**src/core/dsg_cfg.svh**
```systemverilog
// register map, field positions, reset values and bus codes of the unit clock gate bank
`ifndef DSG_CFG_SVH
`define DSG_CFG_SVH

// byte offsets
`define DSG_OFF_RUN 12'h104
`define DSG_OFF_SLEEP 12'h114
`define DSG_OFF_DEEP 12'h124
`define DSG_OFF_CFG 12'h060
`define DSG_OFF_IRQ_STAT 12'h130
`define DSG_OFF_IRQ_MASK 12'h134
`define DSG_OFF_UNIT_STATE 12'h138

// reset values
`define DSG_RST_GATES 32'h0000_0000
`define DSG_RST_CFG 32'h0000_0000
`define DSG_RST_IRQ 32'h0000_0000

// writable bits of the three gating registers, all others read as zero
`define DSG_GATE_MASK 32'h0707_1013
// auto_clock_gating_select bit of run_clock_config
`define DSG_CFG_MASK 32'h0000_0001
`define DSG_CFG_ACG_BIT 0

// unit enable positions within a gating register
`define DSG_POS_ASYNC_SERIAL_0 0
`define DSG_POS_ASYNC_SERIAL_1 1
`define DSG_POS_SYNC_SERIAL_0 4
`define DSG_POS_TWO_WIRE_0 12
`define DSG_POS_GP_COUNTER_0 16
`define DSG_POS_GP_COUNTER_1 17
`define DSG_POS_GP_COUNTER_2 18
`define DSG_POS_COMPARATOR_0 24
`define DSG_POS_COMPARATOR_1 25
`define DSG_POS_COMPARATOR_2 26

// interrupt status bits
`define DSG_IRQ_FAULT_BIT 0
`define DSG_IRQ_CHANGE_BIT 1
`define DSG_IRQ_MASK 32'h0000_0003

// axi response codes
`define DSG_RESP_OKAY 2'h0
`define DSG_RESP_SLVERR 2'h2

`endif

```
**src/core/dsg_pkg.sv**
```systemverilog
// types shared by the unit clock gate bank
package dsg_pkg;

  typedef enum logic [1:0] {
    PM_RUN = 2'b00,
    PM_SLEEP = 2'b01,
    PM_DEEP = 2'b10
  } power_mode_e;

  typedef logic [31:0] word_t;

endpackage

```
**src/core/deep_sleep_clock_gate_bank.sv**
```systemverilog
// unit clock gating bank with run, sleep and deep-sleep gating registers on axi4-lite
//
// Decided for this implementation: the AXI4-Lite slave port.
`timescale 1ns/1ps
`include "dsg_cfg.svh"

// Operation
// - gating bit set clocks its unit; clear stops the clock and disables it
// - access to an unclocked unit is answered with a bus fault
// - deep-sleep gating register resets to all zero, every unit unclocked
// - enables come from run, sleep or deep-sleep register by power mode
// - sleep registers only apply when auto clock gating select is set
// - bits 18, 17, 16 are gp counter 2, 1, 0 enables, reset zero
// - bit 12 is the two-wire unit 0 enable, reset zero
// - bit 4 is the sync serial unit 0 enable, reset zero
// - bits 1 and 0 are async serial 1 and 0 enables, reset zero
// - reserved bits read zero and ignore writes; software preserves them
// - bits 26, 25, 24 are comparator 2, 1, 0 enables, reset zero
module deep_sleep_clock_gate_bank #(
  parameter int ADDR_W = 12
) (
  input wire logic i_core_clk,
  input wire logic i_resetn,
  input wire logic [ADDR_W-1:0] i_s_axi_awaddr,
  input wire logic i_s_axi_awvalid,
  output logic o_s_axi_awready,
  input wire logic [31:0] i_s_axi_wdata,
  input wire logic [3:0] i_s_axi_wstrb,
  input wire logic i_s_axi_wvalid,
  output logic o_s_axi_wready,
  output logic [1:0] o_s_axi_bresp,
  output logic o_s_axi_bvalid,
  input wire logic i_s_axi_bready,
  input wire logic [ADDR_W-1:0] i_s_axi_araddr,
  input wire logic i_s_axi_arvalid,
  output logic o_s_axi_arready,
  output logic [31:0] o_s_axi_rdata,
  output logic [1:0] o_s_axi_rresp,
  output logic o_s_axi_rvalid,
  input wire logic i_s_axi_rready,
  input wire logic [1:0] i_power_mode,
  input wire logic [9:0] i_unit_access,
  output logic [9:0] o_unit_bus_fault,
  output logic [9:0] o_unit_clk_en,
  output logic [9:0] o_unit_clk,
  output logic o_irq
);

  localparam int N_UNITS = 10;

  if (ADDR_W < 12 || ADDR_W > 32) begin : g_chk
    $error("ADDR_W must lie between 12 and 32");
  end

  // position of unit k inside a gating register
  function automatic int unsigned unit_pos(input int unsigned k);
    unique case (k)
      0: unit_pos = `DSG_POS_ASYNC_SERIAL_0;
      1: unit_pos = `DSG_POS_ASYNC_SERIAL_1;
      2: unit_pos = `DSG_POS_SYNC_SERIAL_0;
      3: unit_pos = `DSG_POS_TWO_WIRE_0;
      4: unit_pos = `DSG_POS_GP_COUNTER_0;
      5: unit_pos = `DSG_POS_GP_COUNTER_1;
      6: unit_pos = `DSG_POS_GP_COUNTER_2;
      7: unit_pos = `DSG_POS_COMPARATOR_0;
      8: unit_pos = `DSG_POS_COMPARATOR_1;
      default: unit_pos = `DSG_POS_COMPARATOR_2;
    endcase
  endfunction

  // word address match, low two bits ignored
  function automatic logic reg_hit(input logic [ADDR_W-1:0] a, input logic [11:0] off);
    logic [ADDR_W-1:0] o;
    o = ADDR_W'(off);
    reg_hit = (a[ADDR_W-1:2] == o[ADDR_W-1:2]);
  endfunction

  // byte-strobe merge restricted to writable bits
  function automatic dsg_pkg::word_t wmerge(input dsg_pkg::word_t old, input dsg_pkg::word_t d,
                                            input logic [3:0] s, input dsg_pkg::word_t m);
    dsg_pkg::word_t be;
    be = {{8{s[3]}}, {8{s[2]}}, {8{s[1]}}, {8{s[0]}}} & m;
    wmerge = (old & ~be) | (d & be);
  endfunction

  // register file
  dsg_pkg::word_t run_r;
  dsg_pkg::word_t sleep_r;
  dsg_pkg::word_t deep_r;
  dsg_pkg::word_t cfg_r;
  dsg_pkg::word_t stat_r;
  dsg_pkg::word_t mask_r;
  logic [N_UNITS-1:0] unit_en_r;

  // write channel holding
  logic aw_full_r;
  logic w_full_r;
  logic [ADDR_W-1:0] aw_addr_r;
  dsg_pkg::word_t w_data_r;
  logic [3:0] w_strb_r;
  logic bvalid_r;
  logic [1:0] bresp_r;

  // read channel
  logic rvalid_r;
  logic [1:0] rresp_r;
  dsg_pkg::word_t rdata_r;

  // unit level selection
  logic [N_UNITS-1:0] run_units;
  logic [N_UNITS-1:0] sleep_units;
  logic [N_UNITS-1:0] deep_units;
  logic [N_UNITS-1:0] unit_en_nxt;
  logic [N_UNITS-1:0] fault_vec;

  for (genvar k = 0; k < N_UNITS; k++) begin : g_unit
    assign run_units[k] = run_r[unit_pos(k)];
    assign sleep_units[k] = sleep_r[unit_pos(k)];
    assign deep_units[k] = deep_r[unit_pos(k)];

    unit_clk_gate u_gate (
      .i_core_clk(i_core_clk),
      .i_resetn(i_resetn),
      .i_en(unit_en_r[k]),
      .o_gclk(o_unit_clk[k])
    );
  end

  wire acg_on = cfg_r[`DSG_CFG_ACG_BIT];
  wire mode_sleep = (i_power_mode == dsg_pkg::PM_SLEEP);
  wire mode_deep = (i_power_mode == dsg_pkg::PM_DEEP);

  assign unit_en_nxt = !acg_on ? run_units :
                       mode_deep ? deep_units :
                       mode_sleep ? sleep_units : run_units;

  unit_fault_guard #(
    .N_UNITS(N_UNITS)
  ) u_guard (
    .i_core_clk(i_core_clk),
    .i_resetn(i_resetn),
    .i_access(i_unit_access),
    .i_unit_en(unit_en_r),
    .o_fault(fault_vec)
  );

  // write path: address and data may arrive in either order
  wire aw_take = i_s_axi_awvalid && o_s_axi_awready;
  wire w_take = i_s_axi_wvalid && o_s_axi_wready;
  wire wr_fire = aw_full_r && w_full_r && !bvalid_r;
  wire wr_run = wr_fire && reg_hit(aw_addr_r, `DSG_OFF_RUN);
  wire wr_sleep = wr_fire && reg_hit(aw_addr_r, `DSG_OFF_SLEEP);
  wire wr_deep = wr_fire && reg_hit(aw_addr_r, `DSG_OFF_DEEP);
  wire wr_cfg = wr_fire && reg_hit(aw_addr_r, `DSG_OFF_CFG);
  wire wr_stat = wr_fire && reg_hit(aw_addr_r, `DSG_OFF_IRQ_STAT);
  wire wr_mask = wr_fire && reg_hit(aw_addr_r, `DSG_OFF_IRQ_MASK);
  wire wr_state = wr_fire && reg_hit(aw_addr_r, `DSG_OFF_UNIT_STATE);
  wire wr_mapped = wr_run | wr_sleep | wr_deep | wr_cfg | wr_stat | wr_mask | wr_state;

  assign o_s_axi_awready = !aw_full_r && !bvalid_r;
  assign o_s_axi_wready = !w_full_r && !bvalid_r;
  assign o_s_axi_bvalid = bvalid_r;
  assign o_s_axi_bresp = bresp_r;

  always_ff @(posedge i_core_clk or negedge i_resetn) begin
    if (!i_resetn) begin
      aw_full_r <= 1'b0;
      aw_addr_r <= '0;
    end else if (aw_take) begin
      aw_full_r <= 1'b1;
      aw_addr_r <= i_s_axi_awaddr;
    end else if (wr_fire) begin
      aw_full_r <= 1'b0;
    end
  end

  always_ff @(posedge i_core_clk or negedge i_resetn) begin
    if (!i_resetn) begin
      w_full_r <= 1'b0;
      w_data_r <= '0;
      w_strb_r <= '0;
    end else if (w_take) begin
      w_full_r <= 1'b1;
      w_data_r <= i_s_axi_wdata;
      w_strb_r <= i_s_axi_wstrb;
    end else if (wr_fire) begin
      w_full_r <= 1'b0;
    end
  end

  always_ff @(posedge i_core_clk or negedge i_resetn) begin
    if (!i_resetn) begin
      bvalid_r <= 1'b0;
      bresp_r <= `DSG_RESP_OKAY;
    end else if (wr_fire) begin
      bvalid_r <= 1'b1;
      bresp_r <= wr_mapped ? `DSG_RESP_OKAY : `DSG_RESP_SLVERR;
    end else if (i_s_axi_bready) begin
      bvalid_r <= 1'b0;
    end
  end

  always_ff @(posedge i_core_clk or negedge i_resetn) begin
    if (!i_resetn) begin
      run_r <= `DSG_RST_GATES;
      sleep_r <= `DSG_RST_GATES;
      deep_r <= `DSG_RST_GATES;
      cfg_r <= `DSG_RST_CFG;
      mask_r <= `DSG_RST_IRQ;
    end else begin
      if (wr_run) run_r <= wmerge(run_r, w_data_r, w_strb_r, `DSG_GATE_MASK);
      if (wr_sleep) sleep_r <= wmerge(sleep_r, w_data_r, w_strb_r, `DSG_GATE_MASK);
      if (wr_deep) deep_r <= wmerge(deep_r, w_data_r, w_strb_r, `DSG_GATE_MASK);
      if (wr_cfg) cfg_r <= wmerge(cfg_r, w_data_r, w_strb_r, `DSG_CFG_MASK);
      if (wr_mask) mask_r <= wmerge(mask_r, w_data_r, w_strb_r, `DSG_IRQ_MASK);
    end
  end

  always_ff @(posedge i_core_clk or negedge i_resetn) begin
    if (!i_resetn) begin
      unit_en_r <= '0;
    end else begin
      unit_en_r <= unit_en_nxt;
    end
  end

  // interrupt events: bus fault issued, effective enables changed; set wins over clear
  dsg_pkg::word_t stat_set;
  dsg_pkg::word_t stat_clr;
  assign stat_set = {30'h0000_0000, (unit_en_nxt != unit_en_r), |fault_vec};
  assign stat_clr = wr_stat ? wmerge(32'h0000_0000, w_data_r, w_strb_r, `DSG_IRQ_MASK) :
                    32'h0000_0000;

  always_ff @(posedge i_core_clk or negedge i_resetn) begin
    if (!i_resetn) begin
      stat_r <= `DSG_RST_IRQ;
    end else begin
      stat_r <= (stat_r & ~stat_clr) | stat_set;
    end
  end

  assign o_irq = |(stat_r & mask_r);

  // read path
  wire ar_take = i_s_axi_arvalid && o_s_axi_arready;
  wire rd_run = reg_hit(i_s_axi_araddr, `DSG_OFF_RUN);
  wire rd_sleep = reg_hit(i_s_axi_araddr, `DSG_OFF_SLEEP);
  wire rd_deep = reg_hit(i_s_axi_araddr, `DSG_OFF_DEEP);
  wire rd_cfg = reg_hit(i_s_axi_araddr, `DSG_OFF_CFG);
  wire rd_stat = reg_hit(i_s_axi_araddr, `DSG_OFF_IRQ_STAT);
  wire rd_mask = reg_hit(i_s_axi_araddr, `DSG_OFF_IRQ_MASK);
  wire rd_state = reg_hit(i_s_axi_araddr, `DSG_OFF_UNIT_STATE);
  wire rd_mapped = rd_run | rd_sleep | rd_deep | rd_cfg | rd_stat | rd_mask | rd_state;
  dsg_pkg::word_t rd_mux;

  // reserved bits are never stored, so they read zero
  assign rd_mux = rd_run ? run_r :
                  rd_sleep ? sleep_r :
                  rd_deep ? deep_r :
                  rd_cfg ? cfg_r :
                  rd_stat ? stat_r :
                  rd_mask ? mask_r :
                  rd_state ? {22'h00_0000, unit_en_r} : 32'h0000_0000;

  assign o_s_axi_arready = !rvalid_r;
  assign o_s_axi_rvalid = rvalid_r;
  assign o_s_axi_rdata = rdata_r;
  assign o_s_axi_rresp = rresp_r;

  always_ff @(posedge i_core_clk or negedge i_resetn) begin
    if (!i_resetn) begin
      rvalid_r <= 1'b0;
      rdata_r <= '0;
      rresp_r <= `DSG_RESP_OKAY;
    end else if (ar_take) begin
      rvalid_r <= 1'b1;
      rdata_r <= rd_mux;
      rresp_r <= rd_mapped ? `DSG_RESP_OKAY : `DSG_RESP_SLVERR;
    end else if (i_s_axi_rready) begin
      rvalid_r <= 1'b0;
    end
  end

  assign o_unit_clk_en = unit_en_r;
  assign o_unit_bus_fault = fault_vec;
endmodule // deep_sleep_clock_gate_bank

```
**src/core/unit_clk_gate.sv**
```systemverilog
// glitch-free clock gate for one peripheral unit
`timescale 1ns/1ps

module unit_clk_gate (
  input wire logic i_core_clk,
  input wire logic i_resetn,
  input wire logic i_en,
  output logic o_gclk
);

  logic en_r;

  // enable only moves while the clock is low, so no pulse is cut short
  always_ff @(negedge i_core_clk or negedge i_resetn) begin
    if (!i_resetn) begin
      en_r <= 1'b0;
    end else begin
      en_r <= i_en;
    end
  end

  assign o_gclk = i_core_clk & en_r;
endmodule // unit_clk_gate

```
**src/core/unit_fault_guard.sv**
```systemverilog
// answers peripheral accesses aimed at unclocked units with a bus fault pulse
`timescale 1ns/1ps

module unit_fault_guard #(
  parameter int N_UNITS = 10
) (
  input wire logic i_core_clk,
  input wire logic i_resetn,
  input wire logic [N_UNITS-1:0] i_access,
  input wire logic [N_UNITS-1:0] i_unit_en,
  output logic [N_UNITS-1:0] o_fault
);

  logic [N_UNITS-1:0] fault_r;
  logic [N_UNITS-1:0] fault_nxt;

  if (N_UNITS < 1) begin : g_chk
    $error("unit_fault_guard needs at least one unit");
  end

  assign fault_nxt = i_access & ~i_unit_en;

  always_ff @(posedge i_core_clk or negedge i_resetn) begin
    if (!i_resetn) begin
      fault_r <= '0;
    end else begin
      fault_r <= fault_nxt;
    end
  end

  assign o_fault = fault_r;

endmodule // unit_fault_guard

```
**config.mk**
```make
export PLATFORM = sky130hd
export DESIGN_NAME = deep_sleep_clock_gate_bank
export DESIGN_NICKNAME = d
export VERILOG_FILES = /design/src/core/dsg_pkg.sv /design/src/core/deep_sleep_clock_gate_bank.sv /design/src/core/unit_clk_gate.sv /design/src/core/unit_fault_guard.sv
export VERILOG_INCLUDE_DIRS = /design/src /design/src/core
export SDC_FILE = /design/constraint.sdc
export NUM_CORES = 1
export LEC_CHECK = 0
export BUFFER_PORTS_ARGS = -buffer_cell sky130_fd_sc_hd__buf_2
export CAP_MARGIN = 20
export CORE_MARGIN = 3
export CORE_UTILIZATION = 35
export CTS_CLUSTER_DIAMETER = 50
export CTS_CLUSTER_SIZE = 24
export DETAILED_ROUTE_END_ITERATION = 10
export GPL_ROUTABILITY_DRIVEN = 0
export SYNTH_ARGS = -nofsm -noshare
export SYNTH_HDL_FRONTEND = slang
export SYNTH_SLANG_ARGS = --single-unit
export TNS_END_PERCENT = 5
```
**constraint.sdc**
```tcl
create_clock -name i_core_clk -period 2.9 [get_ports i_core_clk]
set_input_delay 0.29 -clock i_core_clk [delete_from_list [all_inputs] [get_ports i_core_clk]]
set_output_delay 0.29 -clock i_core_clk [all_outputs]
set_load 0.01 [all_outputs]
```
==> flow_summary.toml <==
[clock_tree]
cts_resized = 0
worstSkewPairLatency_ps = 480
cts_setup_buffers = 0
clk_pin_slew_ps = 60
tritoncts = "built"
holdBufCountCts = 1

[placed_design]
dp_hpwl_mm = 8.97
port_buffers = 107
dpl_cell_area_um2 = 5730

[logic_synthesis]
ys_seq_area_share_pct = 54.4
synth_top_area_share_pct = 49.5
synth_top_family_by_area = "simple AND/OR/NAND/NOR gates"
synth_compound_area_share_pct = 11.3
synthCells = 452
synth_mux_area_share_pct = 12.6
ys_async_sr_fraction_pct = 100
yosysWarnings = 0
synth.avg_cell_area_um2 = 11.4
synth_flop_cell = "dfrtp_1"
synthDistinctLibCells = 49
syn_area_um2 = 5150
synthXorXnorAreaFrac_pct = 0.850
synth-edff-count = 0
ys_ff_latch = 112
synth.top_cells.by_area = "dfrtp_1, mux2_2, buf_4, dfrtn_1, nand2_1"
yosys.area_share.adder_pct = 0
yosys.area.top_type = "dfrtp_1"
synth_simple_gate_area_share_pct = 13.1

[setup_path]
crit_type = "reg2out"
startpoint = "g_unit[9].u_gate.en_r"
path_buf_inv = 1
cp_max_fo = 1
r2r-start = "o_s_axi_bvalid"
required_ps = 2610
rr_worst_depth = 6
cp-end-kind = "primary output"
slowest_stage = "dfrtn_1"
critPathLaunchType = "register"
cp.arrival_ps = 2550
path_depth = 2
worstPathCellList = "and2_1 > buf_2"
crit_family = "flip-flops"
r2r_slack_ps = 570
cpPeakStageDelay_ps = 380
crit_end = "o_unit_clk[9]"
worstReg2RegEnd = "stat_r[1]"

[power]
pwr-share-clk_pct = 36.6
leakage_nw = 2.97
powerDensity_nw_per_um2 = 685
combPwrFrac_pct = 15.1
power_switching_share_pct = 27.2
ir_worst_vdd_mv = 0.524
p_seq_share_pct = 48.3
power_switching_w = 0.00115
internal_power_w = 0.00307

[global_route]
grt_pass1_vias = 3710
grt-ovfl-total = 0
grt_usage_pct = 14.9
grt_pass1_wl_mm = 18.9
antenna_found_initial = 0
grt_max_degree = 58

[sta]
grt_setup_unrepaired = "false"
clock_skew_ps = 24.7
hold_viol = 0
drv_slew = 0
final.setup.tns_ps = 0
slew_headroom_pct = 51.0
setup_viol = 0
worst_slew_pin_slew_ps = 734

[outcome]
status = "finished clean"

[floorplanning]
core_area_um2 = 14100
die_w_um = 127
boundaryPins = 151
rows = 43
die_h_um = 127
initial_utilization_pct = 36.4
dieArea_um2 = 16200

[routing]
wl_per_cell_um = 15.8
via_per_inst = 5.00
vias = 3682
wirelength_mm = 11.7
ant_nets = 0
drt_iter0_markers = 152
drc = 0
drtPass1Iterations = 5

[final_layout]
postLayoutCellArea_um2 = 6150
fin_nets = 630
regArea_um2 = 2800
n_fill_cell = 1322
drive_above_1_share_pct = 36.8
diodes = 0
area_delta_synth_final_pct = 19.4
multiInputGateArea_um2 = 2020

[min_path]
hold_class = "in2reg"

[run]
cap_violations = 0
per-stage QoR:
step | utilization (%) | hold WS, ps | total power [W] | instances | setup slack, ps
2_1_floorplan | - | -5.59 | 0.00248 | 468 | 589
3_3_place_gp | 40.5 | 221 | 0.00267 | 715 | 580
3_5_place_dp | 40.5 | 225 | 0.00272 | 715 | 568
4_1_cts | 43.5 | 1.12 | 0.00428 | 737 | 41.4
5_1_grt | 43.5 | 5.61 | 0.00445 | 737 | 1.51
6_report | 43.5 | 14.0 | 0.00421 | 737 | 63.7
layer usage:
layer  wire, µm  GRT usage (%)  vias up
li1           -              -     1748
met2       5320           22.6      144
met5          0              0        -
met4        177           6.31        0
met1       5240           19.0     1772
met3        934           5.89       18
cell usage after synthesis (8+ instances only):
master	instances
inv_1	16
nor2_1	13
nand2_1	43
mux2_2	55
buf_4	37
o22ai_1	12
dfrtn_1	10
clkbuf_1	15
o21ai_1	8
a22o_1	10
and2_1	13
a22oi_1	12
dfrtp_1	102
nor2b_1	13
o21ai_0	17
cells by family (layout without fill, tap and decap cells):
group	Yosys count	in the layout
xor+xnor	5	5
flops	112	112
mux	58	58
simple gates	122	122
buf+inv	68	157
compound gates	86	86
other cells	1	17
placed cells by master (no fill, tap or decap), types with 6 or more instances in the layout:
cell type,n
dfrtn_1,10
dfrtp_1,102
nand2_1,43
a22oi_1,12
a21oi_1,6
inv_1,16
o22ai_1,12
clkbuf_16,14
mux2_2,55
nor2_1,13
a22o_1,10
conb_1,17
and2_1,13
buf_2,106
o21ai_0,17
o21ai_1,8
nor2b_1,13
buf_4,13
worst min-delay path by stage:
stage | cells past startpoint | from | slack [ps] | to
2_1_floorplan | 0 | i_resetn | -6 | async pin
3_3_place_gp | 1 | i_resetn | 220 | o_s_axi_rdata[2]
3_5_place_dp | 1 | i_resetn | 220 | o_s_axi_rdata[2]
4_1_cts | 2 | i_s_axi_bready | 1 | o_s_axi_bvalid
5_1_grt | 2 | i_s_axi_bready | 6 | o_s_axi_bvalid
6_report | 2 | i_s_axi_bready | 10 | o_s_axi_bvalid
power groups by stage:
stage / Combinational [W] / Clock, W / Sequential, W
after floorplan: 0.000475 / 0.0000102 / 0.00200
after global routing: 0.000713 / 0.00166 / 0.00208
after CTS: 0.000650 / 0.00160 / 0.00204
after global placement: 0.000623 / 0.00000835 / 0.00204
final: 0.000637 / 0.00154 / 0.00203
after detailed placement: 0.000644 / 0.00000835 / 0.00207
cell type report:
class,count,area share [%]
multi-input combinational,288,32.8
clock inverter,3,0.386
sequential,112,45.6
timing repair buffer,110,9.56
tap,180,3.66
inverter,16,0.976
clock buffer,28,7.08
Note: power is estimated with default switching activity, not from simulation.
